File: src/pfr_pkg.sv
// shared constants and carrier types for the transmit port field router
package pfr_pkg;
   // register byte offsets
   localparam logic [7:0] PFR_OFS_CFG = 8'h00;
   localparam logic [7:0] PFR_OFS_POS = 8'h04;
   localparam logic [7:0] PFR_OFS_MOD = 8'h08;
   localparam logic [7:0] PFR_OFS_STAT = 8'h0c;
   // field positions in the configuration word
   localparam int PFR_CFG_WIDTH_LSB = 0;
   localparam int PFR_CFG_MAX_LSB = 4;
   localparam int PFR_CFG_TAG_BIT = 12;
   // field positions in the position word
   localparam int PFR_POS_BYTE_LSB = 0;
   localparam int PFR_POS_BIT_LSB = 3;
   // field positions in the modify word
   localparam int PFR_MOD_PORT_LSB = 0;
   localparam int PFR_MOD_REPL_BIT = 8;
   // field positions in the status word
   localparam int PFR_STAT_LAST_LSB = 16;
   // reset values
   localparam logic [2:0] PFR_RST_WIDTH = 3'h5;
   localparam logic [4:0] PFR_RST_MAX = 5'h1e;
   localparam logic [2:0] PFR_RST_BIT = 3'h0;
   // field and header geometry
   localparam logic [2:0] PFR_MAX_WIDTH = 3'h5;
   localparam int PFR_HDR_BYTES = 8;
   localparam logic [6:0] PFR_LIM_NOTAG = 7'h20;
   localparam logic [6:0] PFR_LIM_TAG = 7'h40;

   // one byte of the cell stream
   typedef struct packed {
      logic [7:0] data;
      logic sop;
      logic eop;
      logic cfg; // in-band configuration cell, valid with sop
   } pfr_in_t;

   typedef struct packed {
      logic [7:0] data;
      logic sop;
      logic eop;
   } pfr_out_t;
endpackage : pfr_pkg

File: src/pfr_field_extract.sv
// reads the port field out of a captured header, trimmed at the header end
`timescale 1ns/1ps
module pfr_field_extract
   import pfr_pkg::*;
(
   // captured header and field geometry
   input wire logic [63:0] hdr_i,
   input wire logic [6:0] pos_i,
   input wire logic [2:0] width_i,
   input wire logic [6:0] limit_i,
   // extracted value and bits really used
   output logic [4:0] value_o,
   output logic [2:0] eff_w_o
);
   // walk msb first, stop at the header end so payload is never read
   always_comb
   begin
      logic [6:0] q;
      q = 7'h00;
      value_o = 5'h00;
      eff_w_o = 3'h0;
      for (int i = 0; i < 5; i++)
      begin
         q = pos_i + 7'(i);
         if (3'(i) < width_i && q < limit_i)
         begin
            value_o = {value_o[3:0], hdr_i[6'(7'd63 - q)]};
            eff_w_o = eff_w_o + 3'h1;
         end
      end
   end
endmodule : pfr_field_extract

File: src/pfr_field_insert.sv
// writes a substitute port value over the field bits actually used
`timescale 1ns/1ps
module pfr_field_insert
   import pfr_pkg::*;
(
   // original header and field geometry
   input wire logic [63:0] hdr_i,
   input wire logic [6:0] pos_i,
   input wire logic [2:0] eff_w_i,
   input wire logic [4:0] port_i,
   // header with field replaced
   output logic [63:0] hdr_o
);
   // one mux per header bit, serial position q sits at bit 63-q
   for (genvar q = 0; q < 64; q++)
   begin : g_bit
      wire logic [6:0] off = 7'(q) - pos_i;
      wire logic in_f = (7'(q) >= pos_i) && (off < {4'h0, eff_w_i});
      wire logic [2:0] idx = eff_w_i - 3'h1 - off[2:0];
      assign hdr_o[63-q] = in_f ? port_i[idx] : hdr_i[63-q];
   end
endmodule : pfr_field_insert

File: src/pfr_router.sv
// transmit cell router: port field extract, range drop, overwrite, phy select
`timescale 1ns/1ps
// Functional notes
// - port field up to five bits, inside four header bytes, eight with tag
// - field may start at any bit and span byte boundaries
// - port values zero to programmed maximum (0..31, reset 30) are valid
// - cells whose port exceeds the maximum are dropped, sent nowhere
// - with replace enabled the field is overwritten by the new port
// - in-band configuration cells never have their field overwritten
// - field start byte comes from the start-byte setting, 0..3 or 0..7
// - start byte is loaded at reset from the three low address straps
// - field is trimmed at header end; payload is never read or changed
// - msb bit location in position bits [5:3]; 0 means bit zero
// - field width programmable one to five, resets to five
// - width zero passes every cell unchanged to phy address zero
module pfr_router
   import pfr_pkg::*;
(
   // clock and reset
   input wire logic clk_i,
   input wire logic rst_i,
   // start-byte straps from the address pins
   input wire logic [2:0] strap_addr_i,
   // apb register port
   input wire logic psel,
   input wire logic penable,
   input wire logic pwrite,
   input wire logic [7:0] paddr,
   input wire logic [31:0] pwdata,
   output logic [31:0] prdata,
   output logic pready,
   output logic pslverr,
   // incoming cell stream
   input wire logic in_valid_i,
   input wire pfr_in_t in_i,
   output logic in_ready_o,
   // outgoing cell stream towards the phy bus
   output logic out_valid_o,
   output pfr_out_t out_o,
   input wire logic out_ready_i,
   output logic [4:0] phy_addr_o
);
   typedef enum logic [2:0] {S_IDLE, S_COLLECT, S_DECIDE, S_HDR, S_PASS,
      S_DROP} pfr_state_t;

   pfr_state_t state_r;
   logic [2:0] width_r;
   logic [4:0] max_r;
   logic tag_r;
   logic [2:0] sbyte_r;
   logic [2:0] sbit_r;
   logic [4:0] newport_r;
   logic repl_r;
   logic [15:0] drops_r;
   logic [4:0] last_r;
   logic [2:0] strap_s1_r;
   logic [2:0] strap_s2_r;
   logic [63:0] hdr_r;
   logic [3:0] cnt_r;
   logic [3:0] idx_r;
   logic ended_r;
   logic cfgcell_r;
   logic [4:0] phy_r;
   logic [31:0] prdata_r;

   // strap synchroniser, no reset so the level is there during reset
   always_ff @(posedge clk_i)
   begin
      strap_s1_r <= strap_addr_i;
      strap_s2_r <= strap_s1_r;
   end

   // apb decode, zero wait states, unmapped offsets answer with slverr
   wire logic setup = psel && !penable;
   wire logic wr_acc = psel && penable && pwrite && !pslverr;
   wire logic hit_cfg = paddr == PFR_OFS_CFG;
   wire logic hit_pos = paddr == PFR_OFS_POS;
   wire logic hit_mod = paddr == PFR_OFS_MOD;
   wire logic hit_stat = paddr == PFR_OFS_STAT;
   wire logic mapped = hit_cfg || hit_pos || hit_mod || hit_stat;
   assign pready = 1'b1;
   assign pslverr = psel && penable && !mapped;
   assign prdata = prdata_r;

   // read data words
   wire logic [31:0] rd_cfg = (32'(width_r) << PFR_CFG_WIDTH_LSB)
      | (32'(max_r) << PFR_CFG_MAX_LSB) | (32'(tag_r) << PFR_CFG_TAG_BIT);
   wire logic [31:0] rd_pos = (32'(sbyte_r) << PFR_POS_BYTE_LSB)
      | (32'(sbit_r) << PFR_POS_BIT_LSB);
   wire logic [31:0] rd_mod = (32'(newport_r) << PFR_MOD_PORT_LSB)
      | (32'(repl_r) << PFR_MOD_REPL_BIT);
   wire logic [31:0] rd_stat = {11'h000, last_r, drops_r};
   wire logic [31:0] rd_word = hit_cfg ? rd_cfg : hit_pos ? rd_pos
      : hit_mod ? rd_mod : hit_stat ? rd_stat : 32'h0000_0000;

   // read data is latched in the setup cycle
   always_ff @(posedge clk_i)
   begin
      if (rst_i)
         prdata_r <= 32'h0000_0000;
      else if (setup)
         prdata_r <= rd_word;
   end

   // configuration registers
   always_ff @(posedge clk_i)
   begin
      if (rst_i)
      begin
         width_r <= PFR_RST_WIDTH;
         max_r <= PFR_RST_MAX;
         tag_r <= 1'b0;
         sbyte_r <= strap_s2_r;
         sbit_r <= PFR_RST_BIT;
         newport_r <= 5'h00;
         repl_r <= 1'b0;
      end
      else if (wr_acc)
      begin
         if (hit_cfg)
         begin
            width_r <= pwdata[PFR_CFG_WIDTH_LSB +: 3];
            max_r <= pwdata[PFR_CFG_MAX_LSB +: 5];
            tag_r <= pwdata[PFR_CFG_TAG_BIT];
         end
         if (hit_pos)
         begin
            sbyte_r <= pwdata[PFR_POS_BYTE_LSB +: 3];
            sbit_r <= pwdata[PFR_POS_BIT_LSB +: 3];
         end
         if (hit_mod)
         begin
            newport_r <= pwdata[PFR_MOD_PORT_LSB +: 5];
            repl_r <= pwdata[PFR_MOD_REPL_BIT];
         end
      end
   end

   // field geometry: serial position of msb, header end limit
   wire logic [2:0] width_eff = (width_r > PFR_MAX_WIDTH) ? PFR_MAX_WIDTH
      : width_r;
   wire logic [6:0] field_pos = {1'b0, sbyte_r, 3'h0}
      + {4'h0, 3'h7 - sbit_r};
   wire logic [6:0] hdr_lim = tag_r ? PFR_LIM_TAG : PFR_LIM_NOTAG;
   wire logic bypass = width_r == 3'h0;

   logic [4:0] fld_val;
   logic [2:0] fld_w;
   logic [63:0] hdr_new;

   pfr_field_extract u_extract (
      .hdr_i(hdr_r),
      .pos_i(field_pos),
      .width_i(width_eff),
      .limit_i(hdr_lim),
      .value_o(fld_val),
      .eff_w_o(fld_w)
   );

   pfr_field_insert u_insert (
      .hdr_i(hdr_r),
      .pos_i(field_pos),
      .eff_w_i(fld_w),
      .port_i(newport_r),
      .hdr_o(hdr_new)
   );

   // decisions taken in the decide cycle
   wire logic out_range = !bypass && (fld_val > max_r);
   wire logic do_repl = repl_r && !cfgcell_r && !bypass;

   // stream handshakes and output selection
   wire logic in_take = in_valid_i && in_ready_o;
   wire logic out_take = out_valid_o && out_ready_i;
   wire logic [7:0] hdr_byte = hdr_r[6'(7'd63 - {idx_r, 3'h0}) -: 8];
   wire logic hdr_last = idx_r == cnt_r - 4'h1;
   assign in_ready_o = (state_r == S_IDLE) || (state_r == S_COLLECT)
      || (state_r == S_DROP) || ((state_r == S_PASS) && out_ready_i);
   assign out_valid_o = (state_r == S_HDR) || ((state_r == S_PASS)
      && in_valid_i);
   assign out_o.data = (state_r == S_HDR) ? hdr_byte : in_i.data;
   assign out_o.sop = (state_r == S_HDR) && (idx_r == 4'h0);
   assign out_o.eop = (state_r == S_HDR) ? (hdr_last && ended_r) : in_i.eop;
   assign phy_addr_o = phy_r;

   // cell state machine: collect header, decide, send header, pass or drop
   always_ff @(posedge clk_i)
   begin
      if (rst_i)
         state_r <= S_IDLE;
      else
         unique case (state_r)
            S_IDLE:
               if (in_take && in_i.sop)
                  state_r <= in_i.eop ? S_DECIDE : S_COLLECT;
            S_COLLECT:
               if (in_take && (in_i.eop
                  || cnt_r == 4'(PFR_HDR_BYTES - 1)))
                  state_r <= S_DECIDE;
            S_DECIDE:
               if (out_range)
                  state_r <= ended_r ? S_IDLE : S_DROP;
               else
                  state_r <= S_HDR;
            S_HDR:
               if (out_take && hdr_last)
                  state_r <= ended_r ? S_IDLE : S_PASS;
            S_PASS:
               if (in_take && in_i.eop)
                  state_r <= S_IDLE;
            S_DROP:
               if (in_take && in_i.eop)
                  state_r <= S_IDLE;
         endcase
   end

   // header capture, each new byte written into its own slot from the high end down
   always_ff @(posedge clk_i)
   begin
      if (rst_i)
      begin
         hdr_r <= 64'h0;
         cnt_r <= 4'h0;
         ended_r <= 1'b0;
         cfgcell_r <= 1'b0;
      end
      else if (in_take && (state_r == S_IDLE) && in_i.sop)
      begin
         hdr_r <= {in_i.data, 56'h0};
         cnt_r <= 4'h1;
         ended_r <= in_i.eop;
         cfgcell_r <= in_i.cfg;
      end
      else if (in_take && (state_r == S_COLLECT))
      begin
         hdr_r[6'(7'd63 - {cnt_r, 3'h0}) -: 8] <= in_i.data;
         cnt_r <= cnt_r + 4'h1;
         ended_r <= in_i.eop;
      end
      else if ((state_r == S_DECIDE) && do_repl)
         hdr_r <= hdr_new;
   end

   // phy address and header read index
   always_ff @(posedge clk_i)
   begin
      if (rst_i)
      begin
         phy_r <= 5'h00;
         idx_r <= 4'h0;
      end
      else if (state_r == S_DECIDE)
      begin
         phy_r <= bypass ? 5'h00 : fld_val;
         idx_r <= 4'h0;
      end
      else if (out_take && (state_r == S_HDR))
         idx_r <= idx_r + 4'h1;
   end

   // status: dropped cell count and port of the last dropped cell
   always_ff @(posedge clk_i)
   begin
      if (rst_i)
      begin
         drops_r <= 16'h0000;
         last_r <= 5'h00;
      end
      else if ((state_r == S_DECIDE) && out_range)
      begin
         drops_r <= drops_r + 16'h0001;
         last_r <= fld_val;
      end
   end
endmodule : pfr_router

File: config.mk
export PLATFORM = sky130hd
export DESIGN_NAME = pfr_router
export DESIGN_NICKNAME = d
export VERILOG_FILES = /design/src/pfr_pkg.sv /design/src/pfr_field_extract.sv /design/src/pfr_field_insert.sv /design/src/pfr_router.sv
export SDC_FILE = /design/constraint.sdc
export NUM_CORES = 1
export LEC_CHECK = 0
export BUFFER_PORTS_ARGS = -buffer_cell sky130_fd_sc_hd__buf_2
export CAP_MARGIN = 20
export CORE_MARGIN = 1
export CORE_UTILIZATION = 45
export CTS_CLUSTER_DIAMETER = 50
export DETAILED_ROUTE_END_ITERATION = 16
export PLACE_DENSITY = 0.7
export SYNTH_ARGS = -nofsm -noshare
export SYNTH_HDL_FRONTEND = slang
export SYNTH_SLANG_ARGS = --single-unit
File: constraint.sdc
create_clock -name clk_i -period 6.1 [get_ports clk_i]
set_clock_uncertainty 0.2 [all_clocks]
set_input_delay 1.22 -clock clk_i [delete_from_list [all_inputs] [get_ports clk_i]]
set_output_delay 1.22 -clock clk_i [all_outputs]
set_load 0.03 [all_outputs]
-- Word-level counts from Yosys, hierarchy flattened
Cells that the tools add are included.
- input port bits: 61
- output and inout port bits: 51
- register bits after elaboration: 162
- magnitude comparators: 209
- eq/ne operators: 14
- reduce and logical (&&, ||, !) cells: 251
- add/sub/neg operators: 150
- shift-type cells: 3
- mux-type cells: 241
- bitwise logic cells: 4
- operator list (kind ; number):
    $lt A7 B3 Y1 ; 64
    $lt A3 B4 Y1 const B ; 64
    $ge A6 B7 Y1 const A ; 32
    $sub A6 B7 Y7 const A ; 32
    $bmux W1 S3 ; 64
    $mux W64 ; 3
    $sub A3 B3 Y3 ; 64
    $mux W1 ; 140
    $reduce_and A2 Y1 ; 68
    $reduce_bool A2 Y1 ; 60
    $ge A5 B7 Y1 const A ; 16
    $sub A5 B7 Y7 const A ; 16
    $logic_and A1 B1 Y1 ; 93
    $mux W21 ; 4
    $shift A8 B8 Y71 const A ; 1
    $shiftx A71 B7 Y8 ; 1
    $shiftx A8 B8 Y71 ; 1
    $bwmux W64 ; 1
    $ge A4 B7 Y1 const A ; 8
    $sub A4 B7 Y7 const A ; 8
    $mux W3 ; 16
    $sub A6 B6 Y6 const A ; 6
    $lt A6 B7 Y1 const B ; 5
    $lt A7 B7 Y1 ; 5
    other kinds (51) ; 100

-- Depth between registers and ports, before layout
- word-level depth: 21
- mapped depth: 32

-- Hierarchy
Synthesis repeated with hierarchy kept, for this count alone.
- cell total of the unflattened synthesis: 1873
- area total of the unflattened synthesis: 15861.5 um^2
- by module, submodules not included (module ; cells each ; times used ; sequential area each (um^2) ; area an instance (um^2)):
    pfr_router ; 878 ; 1 ; 3052.9 ; 7597.3
    pfr_field_insert ; 616 ; 1 ; 0.0 ; 4339.2
    pfr_field_extract ; 379 ; 1 ; 0.0 ; 3925.0

-- Worst setup path before layout
OpenSTA, ideal clock, no wires.
- path kind: register to register
- from: reg sbit_r[0]
- to: reg hdr_r[23]
- library setup time: 0.074 ns
- period minus slack after synthesis: 6.411 ns
- buffers on the path: 4
- data arrival time: 6.137 ns
- stages on the path, launching flop included: 32
- slack: -0.311 ns
- data required time: 5.826 ns
- cell sequence: dfxtp_1 > buf_6 > buf_6 > buf_4 > clkinv_1 > buf_2 > ha_1 > inv_1 > nor2_1 > ha_1 > o21bai_1 > nor2_1 > a21o_1 > ha_1 > xnor2_1 > inv_1 > ha_1 > nand2_1 > nand2_1 > ha_1 > or4b_1 > o21ai_2 > xnor2_2 > xor2_1 > inv_2 > ha_1 > a21o_1 > or2_2 > or3_1 > a21oi_1 > o21ai_0 > a31oi_1
- word-level cells in the longest chain between the ends: 20
- elaborated cells between the ends (all ways): 38
- ends and longest elaborated chain (item ; line ; text):
    from (decl) ; pfr_router.sv:51 ; logic [2:0] sbit_r;
    from (signal assigned) ; pfr_router.sv:129 ; sbit_r <= pwdata[PFR_POS_BIT_LSB +: 3];
    $sub A3 B3 Y3 (*) ; pfr_router.sv:143 ; + {4'h0, 3'h7 - sbit_r};
    $add A6 B3 Y7 (*) ; pfr_router.sv:143 ;
    parallel branches: the longest is 18 deep, another holds $add A7 B1 Y7 ; n/a ;
    to (signal assigned) ; pfr_router.sv:229 ; hdr_r <= {in_i.data, 56'h0};
    to (signal, indexed assignment) ; pfr_router.sv:236 ; hdr_r[6'(7'd63 - {cnt_r, 3'h0}) -: 8] <= in_i.data;
    to (signal assigned) ; pfr_router.sv:241 ; hdr_r <= hdr_new;
    to (decl) ; pfr_router.sv:58 ; logic [63:0] hdr_r;
Mark *: on every way between the ends. The select of a mux whose other input is x is not followed.
A chain may end at the register's enable or synchronous reset.

-- Worst setup path in the final report
- from: reg sbit_r[1]
- to: reg drops_r[14]
- word-level cells in the longest chain between the ends: 13
- elaborated cells between the ends (all ways): 39
- ends and longest elaborated chain (item ; line ; text):
    $sub A3 B3 Y3 (*) ; pfr_router.sv:143 ;
    $add A6 B3 Y7 (*) ; pfr_router.sv:143 ;
    $add A7 B1 Y7 or $sub A6 B7 Y7 (tied branches) ; n/a ;
    $sub A6 B6 Y6 or $bmux W1 S6 (tied branches) ; pfr_field_extract.sv:27 ; value_o = {value_o[3:0], hdr_i[6'(7'd63 - q)]};
    $bmux W1 S6 or $mux W1 (tied branches) ; pfr_field_extract.sv:27 ;
    $mux W1 (on tied branches) ; pfr_field_extract.sv:27, pfr_field_extract.sv:25 ;
    $mux W2 ; pfr_field_extract.sv:25 ; if (3'(i) < width_i && q < limit_i)
    $mux W3 ; pfr_field_extract.sv:25 ;
    $mux W4 ; pfr_field_extract.sv:25 ;
    $mux W5 (*) ; pfr_field_extract.sv:25 ;
    named net fld_val[1] ; pfr_router.sv:147 ; logic [4:0] fld_val;
    $gt A5 B5 Y1 (*) ; pfr_router.sv:169 ; wire logic out_range = !bypass && (fld_val > max_r);
    $logic_and A1 B1 Y1 (*) ; pfr_router.sv:169 ;
    $logic_and A1 B1 Y1 (*) ; pfr_router.sv:269 ; else if ((state_r == S_DECIDE) && out_range)
    to (signal assigned) ; pfr_router.sv:271 ; drops_r <= drops_r + 16'h0001;
    to (decl) ; pfr_router.sv:54 ; logic [15:0] drops_r;
Mark *: on every way through the listed nets, which the timed path passes. The rest lies on a longest branch. The select of a mux whose other input is x is not followed.

==> results.cfg <==
[drt]
wl_per_cell_um = 26.77
drt_iter0_markers = 2073
antenna_left = 0
routed_via_density = 6.728
wirelength_routed_um = 63580
drt_pre_antenna_iters = 6
drt_drc_violations_left = 0
wirelength_met1_um = 25440
vias = 15980
routed-wl-met2_um = 26880
routed.top_layer = met4
detailroute.wirelength.met3_um = 7141

[timing]
final.setup.worst_slack_ns = 0.3305
max_freq_mhz = 173.3
max_slew.worst_pin.slew_ns = 1.126
setup_violations = 0
final.period_utilization_pct = 94.58
final-hold-violation-count = 0
timing.max_slew.rel_slack_pct = 24.32
finalWorstPathRequiredPeriod_ns = 5.770
timing.final.max_slew_violations = 0
totalNegativeSetupSlack_ns = 0
rsz_0062_raised_after_global_routing = false

[place]
dp_hpwl_um = 47110
io_buffers = 77
globalplace.congestion = 1.024
placed_area_um2 = 15770
pre_cts_setup_slack_ns = 0.1148

[global_routing]
grt_max_degree = 61
antenna_violations_before_repair = 0
first_pass_grt_wire_length_um = 92640
grt_overflow = 0
all_layer_global_routing_usage_pct = 37.33
first_global_vias = 14470

[power]
cellPowerDensity_nw_per_um2 = 221.9
p_int_mw = 2.240
power.share.switching_pct = 38.60
power_frac_clock_pct = 30.2
pleak_nw = 5.943
share_comb_of_total_power_pct = 41.4
switching_power_mw = 1.408
vdd.ir_drop.worst_mv = 0.2771
pwr-share-seq_pct = 28.5

[floorplan]
ios = 112
design.die.area_um2 = 33820
core_region_area_um2 = 32540
die_height_um = 183.9
num_rows = 66
starting_density_of_the_core_pct = 45.76
floorplan.die.width_um = 183.9

[cells_and_area]
layout_cell_share_with_drive_strength_beyond_1_pct = 17.28
final_net_count = 2050
area_growth_pct = 10.44
fillCellCount = 3163
final_cell_area_um2 = 16440
layout.area.seq_um2 = 3058
multi_input_comb_area_um2 = 10990
insertedDiodeCount = 0

[outcome]
status = finished clean

[logic_synthesis]
synthAdderAreaFrac_pct = 6.395
top_area_cell_type_share_of_the_netlist_area_pct = 19.90
ys_seq_area_share_pct = 20.51
mappedNetlistArea_um2 = 14890
synth.top_cells.by_area = dfxtp_1 20%, mux4_2 12%, a21oi_1 7.6%
synth_cell_types = 100
main_combinational_cell_family_by_area_after_synthesis = compound AO/OA/AOI/OAI gates
yosys-top-cells-count = 225 x a21oi_1, 202 x nand2_1, 173 x nor2_1
number_of_instances_in_the_synthesized_netlist = 1882
synth-xor-area-share_pct = 5.042
synthMostInstantiatedCell = a21oi_1
synth_largest_area_cell = dfxtp_1
async_reset_ff_share_pct = 0
yosys_most_used_dff = dfxtp_1
synth.mux.area_fraction_pct = 16.86
number_of_warnings_reported_in_the_yosys_synthesis_log = 0
mean_instance_size_in_the_synthesized_netlist_um2 = 7.911
synth_simple_gate_area_share_pct = 20.04
synth_edf_count = 3
synth.ff_latch_count = 151
synth_compound_area_share_pct = 24.67

[critical_path]
worstSetupStartpoint = sbit_r[1]
timing.rr.start = sbit_r[1]
timing_worst_setup_path_type = flip-flop to flip-flop
worstPathArrival_ns = 5.88
cp_max_fo = 8
worst_setup_path_end_kind = flip-flop
cp_startpoint_kind = flip-flop
reg2reg_depth = 23
critical_path_required_ns = 6.21

[clock_network]
clk_transition_reported_paths_ns = 0.06
cts_inserted_buffers = 17
clk_latency_ns = 0.46
numClockSinks = 151
tritoncts = done
clock-root-buffer = clkbuf_16
cts.htree.levels = 4
cts.path.max_buffers = 2

[min_path]
hold_path_class = flip-flop to flip-flop
hold_path_depth = 0
holdCritStartpoint = strap_s1_r[0]

[job]
max_capacitance_violation_count = 0
[what timing repair did]
action / in CTS / in global routing
setup endpoints to repair: 0 / 31
hold buffers: 0 / 0
buffers inserted: 0 / 1
gates resized for setup: 0 / 16
endpoints found under the hold margin: 0 / 0
[cell families (layout without fill, tap and decap cells)]
group,count (synthesis),in the layout
AO/OA/AOI/OAI,593,593
XOR/XNOR,75,75
adder cells (fa/ha/maj),74,74
buffers and inverters,205,246
flip-flops,151,151
multiplexers,147,147
other,2,12
AND/OR/NAND/NOR,635,635
[power by group through the flow]
stage / Sequential (mW) / Combinational, mW / Clock [mW]
after floorplan: 1.04 / 1.10 / 0
after global placement: 1.06 / 1.45 / 0
after detailed placement: 1.06 / 1.46 / 0
after CTS: 1.04 / 1.47 / 1.10
after global routing: 1.04 / 1.61 / 1.15
final: 1.04 / 1.51 / 1.10
[routing by layer]
layer | track usage [%] | vias up
li1 | - | 7061
met1 | 48.71 | 7644
met2 | 55.02 | 1049
met3 | 9.429 | 225
met4 | 22.97 | 0
met5 | 0 | -
[cell usage in the layout (no fill, tap or decap), types with 63 or more instances in the layout]
| cell type | synthesis | final |
|---|---|---|
| a21oi_1 | 225 | 222 |
| buf_2 | 13 | 78 |
| buf_4 | 17 | 80 |
| dfxtp_1 | 148 | 146 |
| ha_1 | 64 | 63 |
| mux4_2 | 78 | 78 |
| nand2_1 | 202 | 201 |
| nand3_1 | 74 | 73 |
| nor2_1 | 173 | 173 |
| o21ai_0 | 125 | 123 |
[per-stage QoR]
| step | hold WS, ns | power [mW] | utilization (%) | std cells |
|---|---|---|---|---|
| 3_3_place_gp | 0.1112 | 2.507 | 48.45 | 2339 |
| 3_5_place_dp | 0.1121 | 2.520 | 48.47 | 2340 |
| 4_1_cts | 0.1268 | 3.607 | 50.30 | 2372 |
| 6_report | 0.1273 | 3.648 | 50.53 | 2375 |
| 5_1_grt | 0.1338 | 3.799 | 50.53 | 2375 |
| 2_1_floorplan | 0.1096 | 2.139 | - | 1892 |
[sequential cells by signal, summed over array words and instances (netlist names)]
register and flops:
cfgcell_r 1, cnt_r 4, drops_r 16, ended_r 1, hdr_r 64, idx_r 4
last_r 5, max_r 5, newport_r 5, phy_addr_o 5, prdata 21, repl_r 1
sbit_r 3, sbyte_r 3, state_r 3, strap_s1_r 3, strap_s2_r 3, tag_r 1
width_r 3
[path summary, 6_finish.rpt]
kind | endpoint | slack, ns
max | drops_r[14] | 0.33
min reg2reg | strap_s2_r[0] | 0.13
max reg2reg | drops_r[14] | 0.33
min | strap_s2_r[0] | 0.13
[area by class of cell]
cell class                 count  share of cell area, %
inverter                      53                  1.218
clock inverter                10                 0.7305
tap                          442                  3.364
timing repair buffer         161                  6.339
sequential                   151                  18.60
clock buffer                  22                  2.884
multi-input combinational   1536                  66.87
[worst max-delay path, stage by stage, from the launching register on]
cell,delay [ns]
dfxtp_2,0.36
inv_2,0.07
ha_1,0.24
nor2b_1,0.17
xnor2_2,0.58
mux2i_1,0.48
mux2i_1,0.13
o311ai_0,0.35
buf_4,0.20
o32ai_1,0.10
a2111oi_0,0.43
a31o_2,0.21
a211oi_1,0.09
ha_1,0.33
nor2b_1,0.13
o21a_1,0.12
o21a_1,0.10
o21ai_0,0.09
a211oi_1,0.39
buf_4,0.23
and4_1,0.29
nand4_1,0.14
xor2_1,0.15
nor2_1,0.06
Note: power is estimated with default switching activity, not from simulation.
